===== src/timer_map.svh =====
// What this block does
// - Control bits 3..1 pick counter mode
// - Control bit 0 picks binary or BCD
// - Top bits both one mean read-back
// - Read-back bits 3,2,1 pick counters 2,1,0
// - Read-back bit5 low latches count, bit4 status
// - Latched count held until fully read
// - Latched status frozen until read
// - Status read first, then count, then live
// - Bits 5..4 zero mean single count latch
// - Latch captures present count; repeats ignored
// - Per-counter two-byte read progress kept
// - Status returned on counter's own port
// - Status bit 7 is output level
// - Status bit 6 is null count flag
// - Unloaded new count never read back
// - Status bits 5..4 echo byte access
// - Bits 5..4 select LSB, MSB, both
// - Status bits 3..0 echo mode, type
// - Reset drives counter outputs low
`ifndef TIMER_MAP_SVH
`define TIMER_MAP_SVH

`define PORT_CNT0     8'h40
`define PORT_CNT1     8'h41
`define PORT_CNT2     8'h42
`define PORT_CTRL     8'h43

`define CW_SEL_HI     7
`define CW_SEL_LO     6
`define CW_RW_HI      5
`define CW_RW_LO      4
`define CW_MODE_HI    3
`define CW_MODE_LO    1
`define CW_BCD        0
`define RB_LATCH_CNT  5
`define RB_LATCH_STS  4
`define RB_SEL_BASE   1

`define SEL_READBACK  2'h3
`define RW_LATCH      2'h0
`define RW_LSB        2'h1
`define RW_MSB        2'h2
`define RW_BOTH       2'h3

`define RST_ACCESS    2'h3
`define RST_MODE      3'h0
`define RST_BCD       1'h0
`define RST_COUNT     16'h0000
`define RST_BYTE      8'h00

`endif


===== src/timer_pkg.sv =====
package timer_pkg;

  typedef enum logic [1:0] {
    PH_LSB = 2'b01,
    PH_MSB = 2'b10
  } phase_type;

  typedef logic [1:0]  access_type;
  typedef logic [2:0]  mode_type;
  typedef logic [15:0] count_type;

endpackage


===== src/latch_if.sv =====
`timescale 1ns/100ps
interface latch_if;
  import timer_pkg::*;
  logic       latch_cnt;
  logic       latch_sts;
  logic       rd_stb;
  logic       ctrl_wr;
  access_type access;
  count_type  live_count;
  logic [7:0] status_in;
  logic [7:0] rdata;

  modport top  (output latch_cnt, latch_sts, rd_stb, ctrl_wr, access,
                live_count, status_in,
                input  rdata);
  modport chan (input  latch_cnt, latch_sts, rd_stb, ctrl_wr, access,
                live_count, status_in,
                output rdata);
endinterface


===== src/readback_latch.sv =====
`timescale 1ns/100ps
`include "timer_map.svh"
module readback_latch
  import timer_pkg::*;
(
  // Clock and reset
  input wire logic sys_clk,
  input wire logic rstn,
  // Top side
  latch_if.chan    lif
);

  logic [7:0] sts_r, sts_nxt;
  logic       sts_vld_r, sts_vld_nxt;
  count_type  cnt_r, cnt_nxt;
  logic       cnt_vld_r, cnt_vld_nxt;
  phase_type  ph_r, ph_nxt;
  logic       last_byte;
  count_type  src;
  logic       hi_sel;

  always_comb begin
    sts_nxt     = sts_r;
    sts_vld_nxt = sts_vld_r;
    cnt_nxt     = cnt_r;
    cnt_vld_nxt = cnt_vld_r;
    ph_nxt      = ph_r;
    last_byte   = (lif.access != `RW_BOTH) || (ph_r == PH_MSB);
    if (lif.ctrl_wr) begin
      ph_nxt = PH_LSB;
    end
    if (lif.rd_stb) begin
      if (sts_vld_r) begin
        sts_vld_nxt = 1'b0;
      end else begin
        if (lif.access == `RW_BOTH) begin
          case (ph_r)
            PH_LSB:  ph_nxt = PH_MSB;
            PH_MSB:  ph_nxt = PH_LSB;
            default: ph_nxt = PH_LSB;
          endcase
        end
        if (cnt_vld_r && last_byte) begin
          cnt_vld_nxt = 1'b0;
        end
      end
    end
    if (lif.latch_sts && !sts_vld_r) begin
      sts_nxt     = lif.status_in;
      sts_vld_nxt = 1'b1;
    end
    if (lif.latch_cnt && !cnt_vld_r) begin
      cnt_nxt     = lif.live_count;
      cnt_vld_nxt = 1'b1;
    end
  end

  always_ff @(posedge sys_clk or negedge rstn) begin
    if (!rstn) begin
      sts_r     <= `RST_BYTE;
      sts_vld_r <= 1'b0;
      cnt_r     <= `RST_COUNT;
      cnt_vld_r <= 1'b0;
      ph_r      <= PH_LSB;
    end else begin
      sts_r     <= sts_nxt;
      sts_vld_r <= sts_vld_nxt;
      cnt_r     <= cnt_nxt;
      cnt_vld_r <= cnt_vld_nxt;
      ph_r      <= ph_nxt;
    end
  end

  always_comb begin
    src    = cnt_vld_r ? cnt_r : lif.live_count;
    hi_sel = (lif.access == `RW_MSB) ||
             ((lif.access == `RW_BOTH) && (ph_r == PH_MSB));
    if (sts_vld_r) begin
      lif.rdata = sts_r;
    end else if (hi_sel) begin
      lif.rdata = src[15:8];
    end else begin
      lif.rdata = src[7:0];
    end
  end

endmodule


===== src/interval_timer_readback_latch.sv =====
`timescale 1ns/100ps
`include "timer_map.svh"
module interval_timer_readback_latch
  import timer_pkg::*;
(
  // Clock and reset
  input  wire logic             sys_clk,
  input  wire logic             rstn,
  // I/O space access
  input  wire logic [7:0]       io_addr,
  input  wire logic             io_wr,
  input  wire logic             io_rd,
  input  wire logic [7:0]       io_wdata,
  output logic      [7:0]       io_rdata,
  // Counting elements
  input  wire logic [2:0][15:0] ce_count,
  input  wire logic [2:0]       ce_out,
  input  wire logic [2:0]       ce_loaded,
  input  wire logic             speaker_gate,
  // Programming towards counting elements
  output logic      [2:0][15:0] count_holding_register,
  output logic      [2:0]       cr_load,
  output logic      [2:0][2:0]  mode_sel,
  output logic      [2:0]       bcd_sel,
  // Derived outputs
  output logic      [2:0]       timer_out,
  output logic                  tick_irq,
  output logic                  refresh_req,
  output logic                  speaker
);

  logic       ctrl_hit;
  logic [1:0] cw_sel;
  logic [1:0] cw_rw;
  logic       is_readback;
  logic [2:0][7:0] ch_rdata;
  logic [2:0]      port_hit;

  assign ctrl_hit    = io_wr && (io_addr == `PORT_CTRL);
  assign cw_sel      = io_wdata[`CW_SEL_HI:`CW_SEL_LO];
  assign cw_rw       = io_wdata[`CW_RW_HI:`CW_RW_LO];
  assign is_readback = ctrl_hit && (cw_sel == `SEL_READBACK);

  assign port_hit[0] = (io_addr == `PORT_CNT0);
  assign port_hit[1] = (io_addr == `PORT_CNT1);
  assign port_hit[2] = (io_addr == `PORT_CNT2);

  genvar g;
  generate
    for (g = 0; g < 3; g++) begin : ch
      latch_if lif();

      access_type access_r, access_nxt;
      mode_type   mode_r, mode_nxt;
      logic       bcd_r, bcd_nxt;
      logic       null_r, null_nxt;
      count_type  cr_r, cr_nxt;
      logic       load_r, load_nxt;
      phase_type  wr_ph_r, wr_ph_nxt;
      mode_type   msel_r, msel_nxt;
      logic       prog_hit;
      logic       single_latch;
      logic       rb_sel;
      logic       port_wr;

      assign single_latch = ctrl_hit && (cw_sel == 2'(g)) &&
                            (cw_rw == `RW_LATCH);
      assign prog_hit     = ctrl_hit && (cw_sel == 2'(g)) &&
                            (cw_rw != `RW_LATCH);
      assign rb_sel       = is_readback && io_wdata[`RB_SEL_BASE + g];
      assign port_wr      = io_wr && port_hit[g];

      assign lif.latch_cnt  = single_latch ||
                              (rb_sel && !io_wdata[`RB_LATCH_CNT]);
      assign lif.latch_sts  = rb_sel && !io_wdata[`RB_LATCH_STS];
      assign lif.rd_stb     = io_rd && port_hit[g];
      assign lif.ctrl_wr    = prog_hit;
      assign lif.access     = access_r;
      assign lif.live_count = ce_count[g];
      assign lif.status_in  = {ce_out[g], null_r, access_r, mode_r, bcd_r};
      assign ch_rdata[g]    = lif.rdata;

      readback_latch u_latch (
        .sys_clk (sys_clk),
        .rstn    (rstn),
        .lif     (lif.chan)
      );

      always_comb begin
        access_nxt = access_r;
        mode_nxt   = mode_r;
        bcd_nxt    = bcd_r;
        null_nxt   = null_r;
        cr_nxt     = cr_r;
        load_nxt   = 1'b0;
        wr_ph_nxt  = wr_ph_r;
        if (prog_hit) begin
          access_nxt = cw_rw;
          mode_nxt   = io_wdata[`CW_MODE_HI:`CW_MODE_LO];
          bcd_nxt    = io_wdata[`CW_BCD];
          wr_ph_nxt  = PH_LSB;
        end else if (port_wr) begin
          case (access_r)
            `RW_LSB: begin
              cr_nxt   = {8'h00, io_wdata};
              load_nxt = 1'b1;
            end
            `RW_MSB: begin
              cr_nxt   = {io_wdata, 8'h00};
              load_nxt = 1'b1;
            end
            default: begin
              case (wr_ph_r)
                PH_LSB: begin
                  cr_nxt[7:0] = io_wdata;
                  wr_ph_nxt   = PH_MSB;
                end
                PH_MSB: begin
                  cr_nxt[15:8] = io_wdata;
                  wr_ph_nxt    = PH_LSB;
                  load_nxt     = 1'b1;
                end
                default: wr_ph_nxt = PH_LSB;
              endcase
            end
          endcase
        end
        if (prog_hit || load_nxt) begin
          null_nxt = 1'b1;
        end else if (ce_loaded[g]) begin
          null_nxt = 1'b0;
        end
        if (mode_nxt[1]) begin
          msel_nxt = {1'b0, mode_nxt[1:0]};
        end else begin
          msel_nxt = mode_nxt;
        end
      end

      always_ff @(posedge sys_clk or negedge rstn) begin
        if (!rstn) begin
          access_r <= `RST_ACCESS;
          mode_r   <= `RST_MODE;
          bcd_r    <= `RST_BCD;
          null_r   <= 1'b0;
          cr_r     <= `RST_COUNT;
          load_r   <= 1'b0;
          wr_ph_r  <= PH_LSB;
          msel_r   <= `RST_MODE;
        end else begin
          access_r <= access_nxt;
          mode_r   <= mode_nxt;
          bcd_r    <= bcd_nxt;
          null_r   <= null_nxt;
          cr_r     <= cr_nxt;
          load_r   <= load_nxt;
          wr_ph_r  <= wr_ph_nxt;
          msel_r   <= msel_nxt;
        end
      end

      assign count_holding_register[g] = cr_r;
      assign cr_load[g]                = load_r;
      assign mode_sel[g]               = msel_r;
      assign bcd_sel[g]                = bcd_r;
    end
  endgenerate

  logic [7:0] rdata_r, rdata_nxt;
  logic [2:0] out_r, out_nxt;
  logic       tick_r, tick_nxt;
  logic       refresh_r, refresh_nxt;
  logic       speaker_r, speaker_nxt;

  always_comb begin
    rdata_nxt = rdata_r;
    if (io_rd) begin
      if (port_hit[0]) begin
        rdata_nxt = ch_rdata[0];
      end else if (port_hit[1]) begin
        rdata_nxt = ch_rdata[1];
      end else if (port_hit[2]) begin
        rdata_nxt = ch_rdata[2];
      end else begin
        rdata_nxt = `RST_BYTE;
      end
    end
  end

  always_comb begin
    out_nxt     = ce_out;
    tick_nxt    = ce_out[0];
    refresh_nxt = ce_out[1];
    speaker_nxt = ce_out[2] && speaker_gate;
  end

  always_ff @(posedge sys_clk or negedge rstn) begin
    if (!rstn) begin
      rdata_r <= `RST_BYTE;
    end else begin
      rdata_r <= rdata_nxt;
    end
  end

  always_ff @(posedge sys_clk or negedge rstn) begin
    if (!rstn) begin
      out_r     <= 3'h0;
      tick_r    <= 1'b0;
      refresh_r <= 1'b0;
      speaker_r <= 1'b0;
    end else begin
      out_r     <= out_nxt;
      tick_r    <= tick_nxt;
      refresh_r <= refresh_nxt;
      speaker_r <= speaker_nxt;
    end
  end

  assign io_rdata    = rdata_r;
  assign timer_out   = out_r;
  assign tick_irq    = tick_r;
  assign refresh_req = refresh_r;
  assign speaker     = speaker_r;

endmodule


===== config.mk =====
export PLATFORM = sky130hd
export DESIGN_NAME = interval_timer_readback_latch
export DESIGN_NICKNAME = d
export VERILOG_FILES = /design/src/timer_pkg.sv /design/src/latch_if.sv /design/src/readback_latch.sv /design/src/interval_timer_readback_latch.sv
export VERILOG_INCLUDE_DIRS = /design/src
export SDC_FILE = /design/constraint.sdc
export NUM_CORES = 1
export LEC_CHECK = 0
export BUFFER_PORTS_ARGS = -buffer_cell sky130_fd_sc_hd__clkbuf_2
export CORE_MARGIN = 3
export CORE_UTILIZATION = 50
export CTS_CLUSTER_SIZE = 12
export DETAILED_ROUTE_END_ITERATION = 10
export MAX_ROUTING_LAYER = met4
export PLACE_DENSITY = 0.73
export SETUP_SLACK_MARGIN = 0.4
export SLEW_MARGIN = 25
export SYNTH_ARGS = -nofsm -noshare
export SYNTH_HDL_FRONTEND = slang
export SYNTH_SLANG_ARGS = --single-unit

===== constraint.sdc =====
create_clock -name sys_clk -period 2.5 [get_ports sys_clk]
set_input_delay 0.125 -clock sys_clk [delete_from_list [all_inputs] [get_ports sys_clk]]
set_output_delay 0.125 -clock sys_clk [all_outputs]
set_load 0.01 [all_outputs]

# After elaboration in Yosys (flattened, before gate mapping)
# Index checks and enable logic that the tools add are counted.
[op_classes]
n_eq_ne = 37
mux = 90
bitwise = 3
n_reduce_logical = 98
[op_table]
columns = ["op", "count"]
rows = [
  ["8-bit two-way mux", 15],
  ["16-bit one-hot mux with 2 select lines", 3],
  ["2-bit two-way mux", 27],
  ["16-bit two-way mux", 3],
  ["1-bit logical AND", 39],
  ["1-bit two-way mux", 36],
  ["8-bit by 7-bit == test with 1-bit output (second input constant)", 4],
  ["2-bit nonzero test", 16],
  ["2-bit == test (second input constant)", 14],
  ["3-bit AND reduction", 9],
  ["2-bit by 1-bit == test with 1-bit output (second input constant)", 10],
  ["3-bit two-way mux", 6],
  ["3-bit nonzero test", 6],
  ["1-bit logical OR", 12],
  ["2-bit != test (second input constant)", 6],
  ["1-bit zero test", 8],
  ["2-bit by 1-bit != test with 1-bit output (second input constant)", 3],
  ["2-bit AND reduction", 3],
  ["2-bit OR reduction", 3],
  ["2-bit zero test", 2],
  ["1-bit NOT", 3],
]
[totals]
regBits = 185
in_bits = 75
out_inout_bits = 77

# Depth between registers and ports, before layout
[logic_depth]
ltp_word = 9
mapped_depth = 8
mapped_depth_nobuf = 7

# By module
# From an unflattened synthesis, not the netlist that was laid out.
[unflattened]
cells_unflattened = 847
hier_area_um2 = 9062.4
[by_module_without_submodules]
columns = ["module", "instances", "cells_each", "area_each_um2", "seq_area_each_um2"]
rows = [
  ["readback_latch", 3, 136, 1530.2, 701.9],
  ["interval_timer_readback_latch", 1, 439, 4471.8, 2338.5],
]

# Least setup slack after synthesis
# OpenSTA, ideal clock, no wires.
[synth_timing]
path_kind = "reg2reg"
from = "register ch[2].access_r[0]"
to = "register rdata_r[5] (netlist: io_rdata[5])"
setup_time_ns = 0.130
t_arrival_ns = 1.974
required_time_ns = 2.370
path_slack_ns = 0.396
stages_incl_launch_ff = 7
path_buffers = 0
path_cell_list = "dfstp_2 inv_1 ha_1 a31oi_1 mux4_2 a211oi_1 o21ai_0"
[synth_between]
elab_chain_cells = 8
word_cells_on_any_way = 9
[synth_rtl]
columns = ["element", "line_no", "source"]
rows = [
  ["start, declared", "interval_timer_readback_latch.sv:53", "access_type access_r, access_nxt;"],
  ["start signal, assigned", "interval_timer_readback_latch.sv:142", "access_r <= `RST_ACCESS;"],
  ["start signal, assigned", "interval_timer_readback_latch.sv:151", "access_r <= access_nxt;"],
  ["2-bit == test (no source line)", "--", ""],
  ["1-bit logical AND", "readback_latch.sv:77", "((lif.access == `RW_BOTH) && (ph_r == PH_MSB));"],
  ["1-bit logical OR *", "readback_latch.sv:76", "hi_sel = (lif.access == `RW_MSB) ||"],
  ["8-bit two-way mux *", "readback_latch.sv:80", "end else if (hi_sel) begin"],
  ["8-bit two-way mux *", "readback_latch.sv:78", "if (sts_vld_r) begin"],
  ["8-bit two-way mux *", "interval_timer_readback_latch.sv:182", "end else if (port_hit[2]) begin"],
  ["8-bit two-way mux *", "interval_timer_readback_latch.sv:180", "end else if (port_hit[1]) begin"],
  ["8-bit two-way mux *", "interval_timer_readback_latch.sv:178", "if (port_hit[0]) begin"],
  ["end signal, assigned", "interval_timer_readback_latch.sv:199", "rdata_r <= `RST_BYTE;"],
  ["end signal, assigned", "interval_timer_readback_latch.sv:201", "rdata_r <= rdata_nxt;"],
  ["end, declared", "interval_timer_readback_latch.sv:169", "logic [7:0] rdata_r, rdata_nxt;"],
]
# Every way passes the cells marked *; elsewhere a longest branch is shown, timed or not.
# A chain may end at the register's enable or synchronous reset.

# Final worst setup path
[layout_timing]
from = "register ch[2].access_r[0]"
to = "register rdata_r[6] (netlist: io_rdata[6])"
# The elaborated chain is that of the path after synthesis.

==> key figures <==
Power
  • Clock Power Share: 0.432
  • VDD IR max: 0.4793 mV
  • Seq pwr share: 0.491
  • Sw frac: 0.2256
  • Psw: ~1.4 mW
  • Lkg Pwr: between 5 and 6 nW
  • Internal power: roughly 4.6 mW
  • Power per cell area: between 500 and 600 nW/µm²
  • Logic pwr share: 0.077

Timing
  • Worst slew margin: 0.4466
  • Slew of the pin with the lowest slew margin: between 800 and 900 ps
  • Hold Vio Cnt, Final: 0
  • Period minus WS final: 2002 ps
  • Final Skew: ~5.2 ps
  • Final period util: 0.8007
  • Setup_tns: 0 ps
  • Pins Over Slew Limit: 0
  • RSZ-0062 raised after global routing: false
  • Peak Freq: approximately 500 MHz
  • Final setup viols: 0

Detailed routing
  • Initial DRC count: approximately 500
  • Metal3 WL: between 1 and 1.5 mm
  • WL/cell: about 18 µm
  • Vias per std cell: between 5 and 6
  • DRT antenna net count: 0
  • Pre-antenna DRT Iters: 5
  • M1 WL: about 9.3 mm
  • WL final: 21.25 mm
  • Met2 wire length: ~11 mm
  • Final routed DRC violation total: 0
  • Vias: approximately 6,300
  • DR top layer: met4

Placed design
  • Post-DP Area: around 9400 µm²
  • DP HPWL: roughly 15 mm
  • IO buf count: around 150
  • Placer congestion estimate: just over 0.8
  • Placed insts: 1,067

Synth
  • Top cells by area, synth: dfrtp_1, mux2_2, nand2_1
  • Mapped Nets: between 800 and 900
  • Sequential-to-total area share from yosys stat: 0.5328
  • FFs w/ async S/R, synth: 1.000
  • Syn. warnings: 0
  • Mapped cell area: approximately 8300 µm²
  • EDFF count, synth: 0
  • Synth Area per Inst: ~12 µm²
  • Distinct cells, synth: between 50 and 60
  • Synth Flop Type: dfrtp_1
  • Synthesized flop and latch total: about 180
  • Post-Syn Instances: between 700 and 800
  • Top cell type's share of synthesized area: 0.4950
  • Post-synthesis cell type with the largest combined area: dfrtp_1

Finish
  • Fin nets: between 1,000 and 1,500
  • Fin cells: roughly 1,200
  • Final non-filler cell area: around 11,000 µm²
  • Util after Layout: 0.6543
  • Share of cells above drive strength 1: 0.3699
  • Fillers: between 1,000 and 1,500
  • Area taken by multi-input logic gates: roughly 3700 µm²
  • Area delta synth->final: 26.40%
  • Reg area: around 4400 µm²

Setup path
  • Worst Path Required: about 2800 ps
  • CP Max Fanout: 7
  • Critical path startpoint category: register
  • Crit. End Element: register
  • Worst setup startpoint: ch[2].access_r[0]
  • Crit path kind: reg -> reg
  • FF-to-FF path depth: 7
  • Crit path DAT: 2300 ps
  • Reg2reg start: ch[2].access_r[0]

Outcome
  • Status: completed

Clock network
  • Skew-Pair Late Insertion Delay: 430 ps
  • CTS tree: yes
  • Max clock buf depth: 2
  • CTS root buf: clkbuf_16
  • Htree depth: 4
  • CTS Buf Count: 17
  • CTS sink cnt: around 180
  • Clock slew at reported path FFs: ~60 ps

Global route
  • Initial antenna violation count: 0
  • Gr usage total: 0.2477
  • Vias in the first global route: about 6,400
  • Overflow after GRT: 0
  • Global-route wire length before repair: between 30 and 40 mm
  • Largest net degree at the start of global routing: 71

Job
  • Max_cap viols: 0

Floorplan
  • Core area: roughly 16,000 µm²
  • I/O pin cnt: roughly 150
  • Starting density of the core: 0.5176
  • Die X: roughly 140 µm
  • Row Count: 46
  • Die height: roughly 140 µm
  • Die area: roughly 18,000 µm²

Min path
  • Hold wc startpoint: io_wr
  • Hold path cells: 3
  • Worst Hold Class: in -> reg
-- registers in the layout, summed over array words and instances (netlist names) --
signal	count
ch.access_r	6
ch.bcd_r	3
ch.cr_r	48
ch.load_r	3
ch.mode_r	3
ch.msel_r	9
ch.null_r	3
ch.u_latch.cnt_r	48
ch.u_latch.cnt_vld_r	3
ch.u_latch.ph_r	6
ch.u_latch.sts_r	24
ch.u_latch.sts_vld_r	3
ch.wr_ph_r	6
io_rdata	8
speaker	1
timer_out	3
-- cell usage in the layout (no fill, tap or decap), types with 7 or more instances in the layout --
master         netlist  routed
a21oi_1             23      23
a2bb2oi_1            7       7
and4_1               8       8
buf_4               14      23
clkbuf_1            27       7
clkbuf_16            0      17
clkbuf_2             0     150
dfrtp_1            165     165
dfstp_2             12      12
dlygate4sd3_1        0      56
ha_1                 9       9
inv_1               19      19
mux2_2              83      83
mux2i_1             17      17
mux4_2              16      16
nand2_1            125     125
nand2b_1            10      10
nand4_1             10      10
nor2_1              17      16
nor3_1               8       8
o211ai_1             7       7
o21ai_0             55      55
or2_2                7       7
-- worst paths after layout --
path | slack, ps | to
setup / recovery | 500 | io_rdata[6]
hold / removal | 50 | ch[2].load_r
setup reg to reg | 500 | io_rdata[6]
hold reg to reg | 480 | ch[1].cr_r[10]
max in group asynchronous | 1430 | ch[1].wr_ph_r[0]
min in group asynchronous | 290 | ch[1].cr_r[1]
-- power groups by stage --
stage	Clock (mW)	Sequential (mW)	Combinational, mW
floorplan	0	2.99	0.169
global placement	0	2.99	0.384
detailed placement	0	2.99	0.388
CTS	2.64	2.94	0.460
global route	2.78	2.94	0.508
finish	2.59	2.94	0.462
-- Yosys cell counts (2+ instances only) --
cell type  number
nand2b_1       10
a21boi_0        2
o21bai_1        2
nand4_1        10
dfrtp_1       165
o211ai_1        7
mux2_2         83
nor3b_4         3
a21o_1          6
a2bb2oi_1       7
a22oi_1         8
a211oi_1        3
a22o_1          4
nor2b_1         3
nor3b_1         4
or4b_2          2
mux2i_1        17
clkinv_1        2
a21oi_1        23
clkbuf_1       27
or2_2           7
dfstp_2        12
a31o_2          4
buf_4          14
mux2_1          2
nand2_1       125
and4_1          8
ha_1            9
o21ai_0        55
mux4_2         16
inv_1          19
buf_1           8
nor2_1         17
a31oi_1         4
nor3_1          8
nand3_1         4
a211o_1         2
-- routing by layer --
layer  vias to the layer above  track usage
met1                      3089       0.3331
li1                       2988            -
met2                       161       0.3894
met4                         0      0.07391
met5                         -            -
met3                        28      0.04532
-- cell families (layout without fill, tap and decap cells) --
kind of cell / count (synthesis) / after routing / synth area share
AO/OA/AOI/OAI: 134 / 134 / 0.1002
adder cells (fa/ha/maj): 9 / 9 / 0.01350
buffers and inverters: 70 / 284 / 0.03780
flip-flops: 177 / 177 / 0.5328
multiplexers: 118 / 118 / 0.1783
other: 0 / 1 / 0
AND/OR/NAND/NOR: 216 / 216 / 0.1374
-- per-stage QoR --
stage               hold WS (ps)  setup WS, ps  power, mW
floorplan                 -170.6         462.8      3.158
global placement           190.7         294.5      3.374
detailed placement         193.1         239.8      3.380
CTS                        13.44         388.0      6.044
global route               45.56         399.4      6.229
finish                     45.63         498.3      5.991
-- layout make-up --
class | instances | share of cell area
flip-flops and latches | 177 | 0.4215
multi-input cells | 477 | 0.3464
repair buffers | 232 | 0.1456
clock buffers | 26 | 0.04545
well taps | 216 | 0.02563
clock inverters | 5 | 0.007713
inverters | 21 | 0.007476
diodes | 1 | 0.0002373
-- critical path, stage by stage (launching register included) --
cell and delay [ps]:
dfstp_2 560, inv_1 60, ha_1 260, a31oi_4 210
buf_4 210, mux4_2 320, o211ai_1 120, nand4_1 130
-- timing repair --
action	CTS	global route
hold buffers	56	0
gates resized for setup	2	11
endpoints found under the hold margin	124	0
endpoints found under the setup margin	8	8
pin swaps	0	1
setup buffers	0	0
Power figures use the tool's default switching activity.
